<file path="src/include/slink_cfg.svh">
`ifndef SLINK_CFG_SVH
`define SLINK_CFG_SVH
// ************************************************************
// Register indices
// ************************************************************
`define IDX_CTRL_PRI   4'h0
`define IDX_CTRL_SEC   4'h1
`define IDX_RX_SEQ     4'h2
`define IDX_EVENTS     4'h3
`define IDX_LINK_STATE 4'h4
`define IDX_ATTENTION  4'h5
`define IDX_TX_FWD     4'h6
`define IDX_TX_BWD     4'h7
`define IDX_TIMER      4'h8
`define IDX_BUF_HI     4'ha
`define IDX_BUF_LO     4'hb
// ************************************************************
// Field positions, masks, reset values
// ************************************************************
`define CP_RESET       0
`define CP_RX_READY    1
`define CP_SELFTEST    2
`define CP_LOOP        3
`define CP_METHOD      7
`define CS_SEND        0
`define CS_OPT_A       1
`define CS_OPT_B       2
`define CS_ADDRESS_DRIVE_SELECT        4
`define CP_WMASK       8'h8f
`define CS_WMASK       8'h17
`define CP_RESET_VAL   8'h01
`define EV_MSG         7
`define LS_IRX_READY   4
`define EVENTS_RMASK   8'hfe
`define RX_SEQ_RMASK   8'h7f
`define LINK_RMASK     8'h77
`define SELFTEST_A     8'h55
`define SELFTEST_B     8'haa
// ************************************************************
// Host APB map
// ************************************************************
`define APB_CMD        12'h000
`define APB_STATUS     12'h004
`define APB_CONFIG     12'h008
`define CMD_WRITE      16
`define CMD_READ       17
`endif

</file>
<file path="src/include/slink_pkg.sv">
`default_nettype none
package slink_pkg;
  typedef logic [7:0] byte_t;
  typedef logic [3:0] index_t;
  typedef enum logic [1:0] {H_IDLE, H_ACCESS, H_CAPTURE} host_state_e;
endpackage : slink_pkg
`default_nettype wire

</file>
<file path="src/include/slink_if.sv">
`timescale 1ns/1ps
`default_nettype none
interface slink_if;
  slink_pkg::index_t register_index;
  slink_pkg::byte_t  wr_data;
  logic              wr_en;
  logic              rd_en;
  slink_pkg::byte_t  rd_data;
  logic              irq_n;
  modport dev (
    input  register_index, wr_data, wr_en, rd_en,
    output rd_data, irq_n
  );
  modport host (
    output register_index, wr_data, wr_en, rd_en,
    input  rd_data, irq_n
  );
endinterface : slink_if
`default_nettype wire

</file>
<file path="src/hw/slink_dev.sv">
// Local design decision: register access over APB.
`timescale 1ns/1ps
`default_nettype none
`include "slink_cfg.svh"
module slink_dev (
  // Clock and reset
  input  wire logic             sys_clk_in,
  input  wire logic             rst_n_in,
  input  wire logic             master_reset_in,
  // Register port
  slink_if.dev                  bus,
  // Link engine status
  input  wire logic             evt_msg_in,
  input  wire logic             evt_txack_in,
  input  wire logic             evt_attention_flag_in,
  input  wire logic             negative_ack_received_in,
  input  wire logic [2:0]       rx_state_in,
  input  wire logic [6:0]       rx_forward_seq_in,
  input  wire logic             internal_ready_to_send_in,
  input  wire logic             receiver_idle_in,
  input  wire logic             internal_rx_ready_in,
  input  wire logic             cyclic_retx_state_in,
  input  wire logic [1:0]       link_state_in,
  input  wire slink_pkg::byte_t attention_in,
  input  wire logic             tx_forward_indicator_in,
  input  wire logic [6:0]       tx_forward_seq_in,
  input  wire logic             tx_backward_indicator_in,
  input  wire logic [6:0]       tx_backward_seq_in,
  // Engine control
  output logic                  link_enable_out,
  output logic                  host_rx_memory_ready_out,
  output logic                  error_method_select_out,
  output logic                  option_bit_a_out,
  output logic                  option_bit_b_out,
  output logic                  send_out,
  output slink_pkg::byte_t      timer_out,
  output logic [15:0]           buffer_out,
  // Self test
  output logic                  selftest_done_out,
  output logic                  selftest_fail_out,
  // Serial path
  input  wire logic             tx_data_in,
  input  wire logic             tx_clk_in,
  input  wire logic             line_rx_data_in,
  input  wire logic             line_rx_clk_in,
  output logic                  line_tx_data_out,
  output logic                  line_tx_clk_out,
  output logic                  rx_data_out,
  output logic                  rx_clk_out,
  // DMA address
  input  wire logic [15:0]      dma_addr_in,
  input  wire logic             dma_ack_in,
  output logic [15:0]           dma_addr_out,
  output logic                  dma_addr_oe_out
);
  import slink_pkg::*;

  // ************************************************************
  // Storage
  // ************************************************************
  byte_t       ctrl_pri_reg, ctrl_pri_next;
  byte_t       ctrl_sec_reg, ctrl_sec_next;
  byte_t       timer_reg, timer_next;
  byte_t       buf_hi_reg, buf_hi_next;
  byte_t       buf_lo_reg, buf_lo_next;
  byte_t       rx_seq_reg, rx_seq_next;
  logic [3:0]  ev_low_reg, ev_low_next;
  byte_t       link_reg, link_next;
  byte_t       attention_flag_reg, attention_flag_next;
  byte_t       tx_fwd_reg, tx_fwd_next;
  byte_t       tx_bwd_reg, tx_bwd_next;
  byte_t       rd_data_reg, rd_data_next;
  logic [15:0] dma_addr_reg, dma_addr_next;
  logic [2:0]  ev_flags;
  logic        ev_clear;
  logic        in_reset;
  byte_t       events_value;

  // ************************************************************
  // Sticky events
  // ************************************************************
  assign in_reset = ctrl_pri_reg[`CP_RESET];
  assign ev_clear = (bus.rd_en && bus.register_index == `IDX_EVENTS) || in_reset;

  event_flags #(
    .W(3)
  ) u_events (
    .sys_clk_in (sys_clk_in),
    .rst_n_in   (rst_n_in),
    .set_in     ({evt_msg_in, evt_txack_in, evt_attention_flag_in} & {3{~in_reset}}),
    .clear_in   (ev_clear),
    .flags_out  (ev_flags)
  );

  assign events_value = {ev_flags, ev_low_reg, 1'b0};
  assign bus.irq_n    = ~|ev_flags;

  function automatic byte_t read_mux(input index_t idx);
    case (idx)
      `IDX_CTRL_PRI:   read_mux = ctrl_pri_reg;
      `IDX_CTRL_SEC:   read_mux = ctrl_sec_reg;
      `IDX_RX_SEQ:     read_mux = rx_seq_reg;
      `IDX_EVENTS:     read_mux = events_value;
      `IDX_LINK_STATE: read_mux = link_reg;
      `IDX_ATTENTION:  read_mux = attention_flag_reg;
      `IDX_TX_FWD:     read_mux = tx_fwd_reg;
      `IDX_TX_BWD:     read_mux = tx_bwd_reg;
      `IDX_TIMER:      read_mux = timer_reg;
      `IDX_BUF_HI:     read_mux = buf_hi_reg;
      `IDX_BUF_LO:     read_mux = buf_lo_reg;
      default:         read_mux = 8'h00;
    endcase
  endfunction : read_mux

  // ************************************************************
  // Register file
  // ************************************************************
  always_comb begin
    ctrl_pri_next = ctrl_pri_reg;
    ctrl_sec_next = ctrl_sec_reg;
    timer_next    = timer_reg;
    buf_hi_next   = buf_hi_reg;
    buf_lo_next   = buf_lo_reg;
    if (bus.wr_en) begin
      case (bus.register_index)
        `IDX_CTRL_PRI: ctrl_pri_next = bus.wr_data & `CP_WMASK;
        `IDX_CTRL_SEC: ctrl_sec_next = bus.wr_data & `CS_WMASK;
        `IDX_TIMER:    timer_next    = bus.wr_data;
        `IDX_BUF_HI:   buf_hi_next   = bus.wr_data;
        `IDX_BUF_LO:   buf_lo_next   = bus.wr_data;
        default:       ctrl_sec_next = ctrl_sec_reg;
      endcase
    end
    if (master_reset_in) begin
      ctrl_pri_next[`CP_RESET] = 1'b1;
    end
    if (in_reset) begin
      rx_seq_next = 8'h00;
      ev_low_next = 4'h0;
      link_next   = 8'h00;
      attention_flag_next   = 8'h00;
      tx_fwd_next = 8'hff;
      tx_bwd_next = 8'hff;
    end else begin
      rx_seq_next = {1'b0, rx_forward_seq_in};
      ev_low_next = {negative_ack_received_in, rx_state_in};
      link_next   = {1'b0, internal_ready_to_send_in, receiver_idle_in, internal_rx_ready_in,
                     1'b0, cyclic_retx_state_in, link_state_in};
      attention_flag_next   = attention_in;
      tx_fwd_next = {tx_forward_indicator_in, tx_forward_seq_in};
      tx_bwd_next = {tx_backward_indicator_in, tx_backward_seq_in};
    end
    rd_data_next  = bus.rd_en ? read_mux(bus.register_index) : rd_data_reg;
    dma_addr_next = dma_addr_in;
  end

  always_ff @(posedge sys_clk_in or negedge rst_n_in) begin
    if (!rst_n_in) begin
      ctrl_pri_reg <= `CP_RESET_VAL;
      ctrl_sec_reg <= 8'h00;
      timer_reg    <= 8'h00;
      buf_hi_reg   <= 8'h00;
      buf_lo_reg   <= 8'h00;
      rx_seq_reg   <= 8'h00;
      ev_low_reg   <= 4'h0;
      link_reg     <= 8'h00;
      attention_flag_reg     <= 8'h00;
      tx_fwd_reg   <= 8'hff;
      tx_bwd_reg   <= 8'hff;
      rd_data_reg  <= 8'h00;
      dma_addr_reg <= 16'h0000;
    end else begin
      ctrl_pri_reg <= ctrl_pri_next;
      ctrl_sec_reg <= ctrl_sec_next;
      timer_reg    <= timer_next;
      buf_hi_reg   <= buf_hi_next;
      buf_lo_reg   <= buf_lo_next;
      rx_seq_reg   <= rx_seq_next;
      ev_low_reg   <= ev_low_next;
      link_reg     <= link_next;
      attention_flag_reg     <= attention_flag_next;
      tx_fwd_reg   <= tx_fwd_next;
      tx_bwd_reg   <= tx_bwd_next;
      rd_data_reg  <= rd_data_next;
      dma_addr_reg <= dma_addr_next;
    end
  end

  assign bus.rd_data = rd_data_reg;

  // ************************************************************
  // Register self test
  // ************************************************************
  // Alternating patterns catch stuck bits in the scratch cell
  byte_t scratch_reg, scratch_next;
  logic  st_phase_reg, st_phase_next;
  logic  st_done_reg, st_done_next;
  logic  st_fail_reg, st_fail_next;

  always_comb begin
    scratch_next  = scratch_reg;
    st_phase_next = st_phase_reg;
    st_done_next  = st_done_reg;
    st_fail_next  = st_fail_reg;
    if (ctrl_pri_reg[`CP_SELFTEST]) begin
      scratch_next  = st_phase_reg ? `SELFTEST_B : `SELFTEST_A;
      st_phase_next = ~st_phase_reg;
      st_done_next  = st_done_reg | st_phase_reg;
      if (st_done_reg && scratch_reg != (st_phase_reg ? `SELFTEST_A : `SELFTEST_B)) begin
        st_fail_next = 1'b1;
      end
    end else begin
      st_phase_next = 1'b0;
      st_done_next  = 1'b0;
      st_fail_next  = 1'b0;
    end
  end

  always_ff @(posedge sys_clk_in or negedge rst_n_in) begin
    if (!rst_n_in) begin
      scratch_reg  <= 8'h00;
      st_phase_reg <= 1'b0;
      st_done_reg  <= 1'b0;
      st_fail_reg  <= 1'b0;
    end else begin
      scratch_reg  <= scratch_next;
      st_phase_reg <= st_phase_next;
      st_done_reg  <= st_done_next;
      st_fail_reg  <= st_fail_next;
    end
  end

  assign selftest_done_out = st_done_reg;
  assign selftest_fail_out = st_fail_reg;

  // ************************************************************
  // Engine control and serial path
  // ************************************************************
  assign link_enable_out          = ~in_reset;
  assign host_rx_memory_ready_out = ctrl_pri_reg[`CP_RX_READY];
  assign error_method_select_out  = ctrl_pri_reg[`CP_METHOD];
  assign option_bit_a_out         = ctrl_sec_reg[`CS_OPT_A];
  assign option_bit_b_out         = ctrl_sec_reg[`CS_OPT_B];
  assign send_out                 = ctrl_sec_reg[`CS_SEND] & ~in_reset;
  assign timer_out                = timer_reg;
  assign buffer_out               = {buf_hi_reg, buf_lo_reg};
  assign line_tx_data_out         = tx_data_in & ~in_reset;
  assign line_tx_clk_out          = tx_clk_in;
  // External receive pins are ignored entirely in loop test
  assign rx_data_out = ~in_reset & (ctrl_pri_reg[`CP_LOOP] ? tx_data_in : line_rx_data_in);
  assign rx_clk_out  = ctrl_pri_reg[`CP_LOOP] ? tx_clk_in : line_rx_clk_in;

  // ************************************************************
  // DMA address drive
  // ************************************************************
  assign dma_addr_out    = dma_addr_reg;
  assign dma_addr_oe_out = ctrl_sec_reg[`CS_ADDRESS_DRIVE_SELECT] | ~dma_ack_in;
endmodule : slink_dev
`default_nettype wire

</file>
<file path="src/hw/event_flags.sv">
`timescale 1ns/1ps
`default_nettype none
module event_flags #(
  parameter int W = 3
) (
  // Clock and reset
  input  wire logic         sys_clk_in,
  input  wire logic         rst_n_in,
  // Control
  input  wire logic [W-1:0] set_in,
  input  wire logic         clear_in,
  // Flags
  output logic      [W-1:0] flags_out
);
  logic [W-1:0] flags_reg;
  logic [W-1:0] flags_next;

  // A set in the clearing cycle survives
  always_comb begin
    flags_next = (flags_reg & ~{W{clear_in}}) | set_in;
  end

  always_ff @(posedge sys_clk_in or negedge rst_n_in) begin
    if (!rst_n_in) begin
      flags_reg <= '0;
    end else begin
      flags_reg <= flags_next;
    end
  end

  assign flags_out = flags_reg;
endmodule : event_flags
`default_nettype wire

</file>
<file path="src/flat_wrapper.sv">
// flat-port wrapper written by rule: the top's interface ports become plain ports
module slink_dev_flat import slink_pkg::*;
  (sys_clk_in, rst_n_in, master_reset_in, evt_msg_in, evt_txack_in, evt_attention_flag_in, negative_ack_received_in, rx_state_in, rx_forward_seq_in, internal_ready_to_send_in, receiver_idle_in, internal_rx_ready_in, cyclic_retx_state_in, link_state_in, attention_in, tx_forward_indicator_in, tx_forward_seq_in, tx_backward_indicator_in, tx_backward_seq_in, link_enable_out, host_rx_memory_ready_out, error_method_select_out, option_bit_a_out, option_bit_b_out, send_out, timer_out, buffer_out, selftest_done_out, selftest_fail_out, tx_data_in, tx_clk_in, line_rx_data_in, line_rx_clk_in, line_tx_data_out, line_tx_clk_out, rx_data_out, rx_clk_out, dma_addr_in, dma_ack_in, dma_addr_out, dma_addr_oe_out, bus_register_index, bus_wr_data, bus_wr_en, bus_rd_en, bus_rd_data, bus_irq_n);
  slink_if bus_i ();
  input  wire logic sys_clk_in;
  input  wire logic rst_n_in;
  input  wire logic master_reset_in;
  input  wire logic evt_msg_in;
  input  wire logic evt_txack_in;
  input  wire logic evt_attention_flag_in;
  input  wire logic negative_ack_received_in;
  input  wire logic [2:0] rx_state_in;
  input  wire logic [6:0] rx_forward_seq_in;
  input  wire logic internal_ready_to_send_in;
  input  wire logic receiver_idle_in;
  input  wire logic internal_rx_ready_in;
  input  wire logic cyclic_retx_state_in;
  input  wire logic [1:0] link_state_in;
  input  wire slink_pkg::byte_t attention_in;
  input  wire logic tx_forward_indicator_in;
  input  wire logic [6:0] tx_forward_seq_in;
  input  wire logic tx_backward_indicator_in;
  input  wire logic [6:0] tx_backward_seq_in;
  output logic link_enable_out;
  output logic host_rx_memory_ready_out;
  output logic error_method_select_out;
  output logic option_bit_a_out;
  output logic option_bit_b_out;
  output logic send_out;
  output slink_pkg::byte_t timer_out;
  output logic [15:0] buffer_out;
  output logic selftest_done_out;
  output logic selftest_fail_out;
  input  wire logic tx_data_in;
  input  wire logic tx_clk_in;
  input  wire logic line_rx_data_in;
  input  wire logic line_rx_clk_in;
  output logic line_tx_data_out;
  output logic line_tx_clk_out;
  output logic rx_data_out;
  output logic rx_clk_out;
  input  wire logic [15:0] dma_addr_in;
  input  wire logic dma_ack_in;
  output logic [15:0] dma_addr_out;
  output logic dma_addr_oe_out;
  input wire logic [$bits(bus_i.register_index)-1:0] bus_register_index;
  input wire logic [$bits(bus_i.wr_data)-1:0] bus_wr_data;
  input wire logic [$bits(bus_i.wr_en)-1:0] bus_wr_en;
  input wire logic [$bits(bus_i.rd_en)-1:0] bus_rd_en;
  output wire logic [$bits(bus_i.rd_data)-1:0] bus_rd_data;
  output wire logic [$bits(bus_i.irq_n)-1:0] bus_irq_n;
  assign bus_i.register_index = bus_register_index;
  assign bus_i.wr_data = bus_wr_data;
  assign bus_i.wr_en = bus_wr_en;
  assign bus_i.rd_en = bus_rd_en;
  assign bus_rd_data = bus_i.rd_data;
  assign bus_irq_n = bus_i.irq_n;
  slink_dev u_core (.sys_clk_in(sys_clk_in), .rst_n_in(rst_n_in), .master_reset_in(master_reset_in), .bus(bus_i), .evt_msg_in(evt_msg_in), .evt_txack_in(evt_txack_in), .evt_attention_flag_in(evt_attention_flag_in), .negative_ack_received_in(negative_ack_received_in), .rx_state_in(rx_state_in), .rx_forward_seq_in(rx_forward_seq_in), .internal_ready_to_send_in(internal_ready_to_send_in), .receiver_idle_in(receiver_idle_in), .internal_rx_ready_in(internal_rx_ready_in), .cyclic_retx_state_in(cyclic_retx_state_in), .link_state_in(link_state_in), .attention_in(attention_in), .tx_forward_indicator_in(tx_forward_indicator_in), .tx_forward_seq_in(tx_forward_seq_in), .tx_backward_indicator_in(tx_backward_indicator_in), .tx_backward_seq_in(tx_backward_seq_in), .link_enable_out(link_enable_out), .host_rx_memory_ready_out(host_rx_memory_ready_out), .error_method_select_out(error_method_select_out), .option_bit_a_out(option_bit_a_out), .option_bit_b_out(option_bit_b_out), .send_out(send_out), .timer_out(timer_out), .buffer_out(buffer_out), .selftest_done_out(selftest_done_out), .selftest_fail_out(selftest_fail_out), .tx_data_in(tx_data_in), .tx_clk_in(tx_clk_in), .line_rx_data_in(line_rx_data_in), .line_rx_clk_in(line_rx_clk_in), .line_tx_data_out(line_tx_data_out), .line_tx_clk_out(line_tx_clk_out), .rx_data_out(rx_data_out), .rx_clk_out(rx_clk_out), .dma_addr_in(dma_addr_in), .dma_ack_in(dma_ack_in), .dma_addr_out(dma_addr_out), .dma_addr_oe_out(dma_addr_oe_out));
endmodule
</file>
<file path="config.mk">
export PLATFORM = sky130hd
export DESIGN_NAME = slink_dev_flat
export DESIGN_NICKNAME = d
export VERILOG_FILES = /design/src/include/slink_pkg.sv /design/src/include/slink_if.sv /design/src/hw/slink_dev.sv /design/src/hw/event_flags.sv /design/src/flat_wrapper.sv
export VERILOG_INCLUDE_DIRS = /design/src /design/src/include
export SDC_FILE = /design/constraint.sdc
export NUM_CORES = 1
export LEC_CHECK = 0
export ABC_AREA = 1
export BUFFER_PORTS_ARGS = -buffer_cell sky130_fd_sc_hd__buf_2
export CORE_MARGIN = 2
export CORE_UTILIZATION = 54
export CTS_CLUSTER_SIZE = 14
export DETAILED_ROUTE_END_ITERATION = 12
export GPL_TIMING_DRIVEN = 0
export PLACE_DENSITY = 0.92
export SYNTH_ARGS = -nofsm -noshare
export SYNTH_HDL_FRONTEND = slang
export SYNTH_SLANG_ARGS = --single-unit
</file>
<file path="constraint.sdc">
create_clock -name sys_clk_in -period 2.1 [get_ports sys_clk_in]
set_clock_uncertainty 0.15 [all_clocks]
set_input_delay 0.42 -clock sys_clk_in [delete_from_list [all_inputs] [get_ports sys_clk_in]]
set_output_delay 0.42 -clock sys_clk_in [all_outputs]
set_load 0.02 [all_outputs]
</file>
# Word-level counts from Yosys, hierarchy flattened
# Cells that the tools add are included.
# Widths: inputs -> output; s select.
# totals
ff_bits,113
inputBits,82
output_inout_bits,62
elab_cells,75
# op_classes
eq_ne,12
mux,18
bitwise,12
n_reduce_logical,14
# ops
operator,n
$pmux 8 s11,1
$mux 8,5
$eq 4x3->1 const B,4
$mux 7,2
$eq 4x4->1 const B,3
$reduce_and 2->1,6
$mux 1,9
$eq 4x2->1 const B,2
$ne 8x8->1,1
$and 3x3->3,2
$eq 4x1->1 const B,1
$logic_not 4->1,1
$mux 4,1
$reduce_bool 2->1,2
$and 1x1->1,3
$not 1->1,3
$not 3->3,1
$or 3x3->3,1
$reduce_or 3->1,1
$logic_and 1x1->1,2
$ne 2x2->1 const B,1
$or 1x1->1,2
$logic_not 1->1,1
$logic_or 1x1->1,1

# Depth between registers and ports, before layout
# logic_depth
depth_word,6
ltp_mapped,9
depth_no_buf,9

# Hierarchy
# From an unflattened synthesis, not the netlist that was laid out.
# unflattened
cells_unflattened,511
area_unflattened_um2,4529.3
# modules_own_cells
module,instances,cells_each,area_per_inst_um2
slink_dev,1,498,4416.7
event_flags,1,13,112.6

# Least setup slack after synthesis
# No wires, ideal clock.
# synth_timing
path_type,reg2out
start,register u_core.ctrl_pri_reg[0]
end,output port rx_data_out
arrival_time_ps,1076
setup_slack_ps,454
stages_incl_launch_ff,3
cell_sequence,dfstp_2 > clkbuf_1 > a211oi_1
# synth_via
elab_chain_len,2
# synth_lines
element,line,text
from (decl),slink_dev.sv:61,"byte_t ctrl_pri_reg, ctrl_pri_next;"
from (signal assigned),slink_dev.sv:159,ctrl_pri_reg <= `CP_RESET_VAL;
from (signal assigned),slink_dev.sv:173,ctrl_pri_reg <= ctrl_pri_next;
$not 1->1,slink_dev.sv:250,assign rx_data_out = ~in_reset & (ctrl_pri_reg[`CP_LOOP] ? tx_data_in : line_rx_data_in);
$and 1x1->1,slink_dev.sv:250,
to (decl),flat_wrapper.sv:40,output logic rx_data_out;
# Every way passes these cells.

# Final worst setup path
# Ends and elaborated chain as after synthesis.

==> results by group <==
GRT
  • Global-route wire length before repair: ~20 mm
  • Largest net degree at the start of global routing: 56
  • GR Util met2: 0.518
  • GRT Total Usage: 0.301
  • Initial antenna violation count: 0
  • Total gr overflow: 0
  • Vias in the first global route: 4100
  • GR Util met1: 0.383
  • Met3 Use GR: 0.0674
  • Top Usage Layer GRT: met2

Placed design
  • Pre-CTS WS: 0.273 ns
  • PortBufs: 142
  • Routability cong.: 0.896
  • HPWL after DPL: just over 9 mm

Clock network
  • Clock Sinks: 106
  • CTS H-Tree Depth: 3
  • Max Root-Sink Buffers: 2
  • Worst-path clk slew: 0.12 ns
  • CTS tree: built
  • TritonCTS buffer count: 9
  • Clock insertion delay at the later pin of the skew report: 0.39 ns
  • Post-CTS setup buffers: 0
  • Root Driver: clkbuf_8

Final layout
  • ANT cells: 0
  • Max FFs per register: 16
  • Util after Layout: 0.722
  • Area Overhead vs Synth: 28.0%
  • Nets: 756
  • Layout cells sized above 1: 0.327

Critical path
  • Worst-path maximum fanout: 10
  • WP data required: 1.53 ns
  • Setup crit end kind: primary output
  • Worst r2r path cells: 3
  • Internal reg-to-reg setup slack: 0.46 ns
  • Worst Path Arrival: 1.53 ns
  • Startpoint Class: flip-flop
  • Critical path type: reg2out

Yosys
  • Synthesized cell area: 0.00441 sq mm
  • Synth top area share: 0.506
  • Syn Area/Cell: 8.76 sq um
  • Synthesized instance count: 503
  • Synth area leaders: dfrtp_1, nand2_1, dfstp_2
  • Cell taking the most area after synthesis: dfrtp_1
  • Yosys cell types: 20
  • Post-synthesis sequential area ratio: 0.607
  • Syn Nets: 585
  • Register bit total from synthesis: between 100 and 150
  • Synth Warn #: 0

Detailed routing
  • WL/cell: 18.1 um
  • Routed WL: 14.1 mm
  • Antenna viol nets, final: 0
  • Vias per cell: 5.35
  • # DRC: 0
  • Via count: 4179
  • Starting DRC count in detailed routing: 342
  • Pre-antenna DRT Iters: 5

Power and ir drop
  • Static Leak: 3.12 nW
  • Pwr Density: 817 mW/mm^2
  • VDD IR max: 0.000624 V
  • Pwr Total: 4.61 mW

Run status
  • Outcome: finished clean

Die
  • Area of the core: just under 0.008 sq mm
  • Die Y: approximately 94 um
  • I/O pin total: 144
  • Core Rows: 32
  • Die Footprint: 0.00890 sq mm
  • Die Wd: 94.3 um
  • Initial core utilization: 0.564

STA
  • Hold violation total from the final report: 0
  • Fin. max-slew vios: 0
  • Setup violations, final: 0
  • Final WS setup: 0.00232 ns
  • Fmax: about 0.48 GHz
  • Final period util: 0.999
  • Final Critical Period: 2.10 ns
  • Rel. slew slack: 0.547
  • Final hold slack: 0.0571 ns
  • Worst-margin pin slew: 0.679 ns

Worst hold path
  • Hold path depth: 2
  • Worst Hold Class: in2reg

Flow run
  • Max-Cap Viols: 0
[synthesized netlist by cell type]
master    instances
nand2_1         130
dfrtp_1          89
nor2_1           62
nand3_1          57
inv_1            54
o21ai_1          24
dfstp_2          17
or2_2            16
o21ai_0          11
a21oi_1           6
buf_2             6
buf_4             6
clkbuf_1          5
nor2_2            5
inv_2             4
nand2_2           4
nor3_1            3
nor2_4            2
a211oi_1          1
nor3b_1           1
[critical path: stages (launching register included)]
cell,delay (ns)
dfstp_2,0.58
clkbuf_2,0.29
a211oi_2,0.09
buf_2,0.18
[metal layers]
layer  share of wire  wire length (um)
met5               0                 0
met4           0.036               505
met3           0.079              1110
met2            0.50              7010
met1            0.39              5490
[cell type report]
type                       instances  area, sq um
tap                              102          128
timing repair buffer             160          911
inverter                          58          218
sequential                       106         2670
buffer                            17         97.6
clock buffer                      10          128
clock inverter                     6         57.6
fill                             615         2170
multi-input combinational        322         1430
[power breakdown]
part           total, mW  internal, mW  switching, mW
Combinational      0.925         0.325          0.600
Sequential          2.44          2.25          0.187
Clock               1.24         0.460          0.784
[per-stage QoR]
step | setup TNS, ns | std cells | cell area (sq um)
after floorplan | 0 | 503 | 4410
after global placement | -43.90 | 747 | 5240
after detailed placement | 0 | 748 | 5270
after CTS | -0.286 | 779 | 5610
after global routing | -0.0853 | 781 | 5640
final | 0 | 781 | 5640
[layout by cell type, fill, tap and decap left out, types with 2 or more instances in the layout]
cell and n:
nor2_2 5, dfrtp_1 89, o21ai_0 11, dfstp_2 17, nor2_1 62, inv_8 2, buf_2 149, inv_1 54
clkinv_4 3, clkbuf_1 3, or2_2 16, nor3_1 3, buf_4 7, nand3_1 57, inv_2 4, a21oi_1 6
clkbuf_8 9, nand2_2 4, dlygate4sd3_1 17, o21ai_1 24, nor2_4 2, nand2_1 130
[worst paths after layout]
path                                                    start                                      to
max                        u_core.ctrl_pri_reg[0]$_DFFE_PN1P_                             rx_data_out
min                                      tx_forward_seq_in[1]          u_core.tx_fwd_reg[1]$_DFF_PN1_
min reg2reg                 u_core.bus.rd_data[0]$_DFFE_PN0P_       u_core.bus.rd_data[0]$_DFFE_PN0P_
max reg2reg                u_core.ctrl_pri_reg[0]$_DFFE_PN1P_  u_core.attention_flag_reg[4]$_DFF_PN0_
max in group asynchronous                            rst_n_in          u_core.tx_fwd_reg[5]$_DFF_PN1_
min in group asynchronous                            rst_n_in        u_core.dma_addr_out[0]$_DFF_PN0_
[what timing repair did]
action,in CTS,in global routing
hold buffers,15,2
resized for setup,1,7
endpoints found under the hold margin,62,2
setup endpoints to repair,4,4
[kinds of logic (layout without fill, tap and decap cells)]
group | after synthesis | after routing | share of synthesized area
AND/OR/NAND/NOR | 280 | 280 | 0.274
flip-flops | 106 | 106 | 0.607
buffers and inverters | 75 | 251 | 0.0707
AO/OA/AOI/OAI | 42 | 42 | 0.0483
No activity file was read; power rests on OpenSTA's default activity.
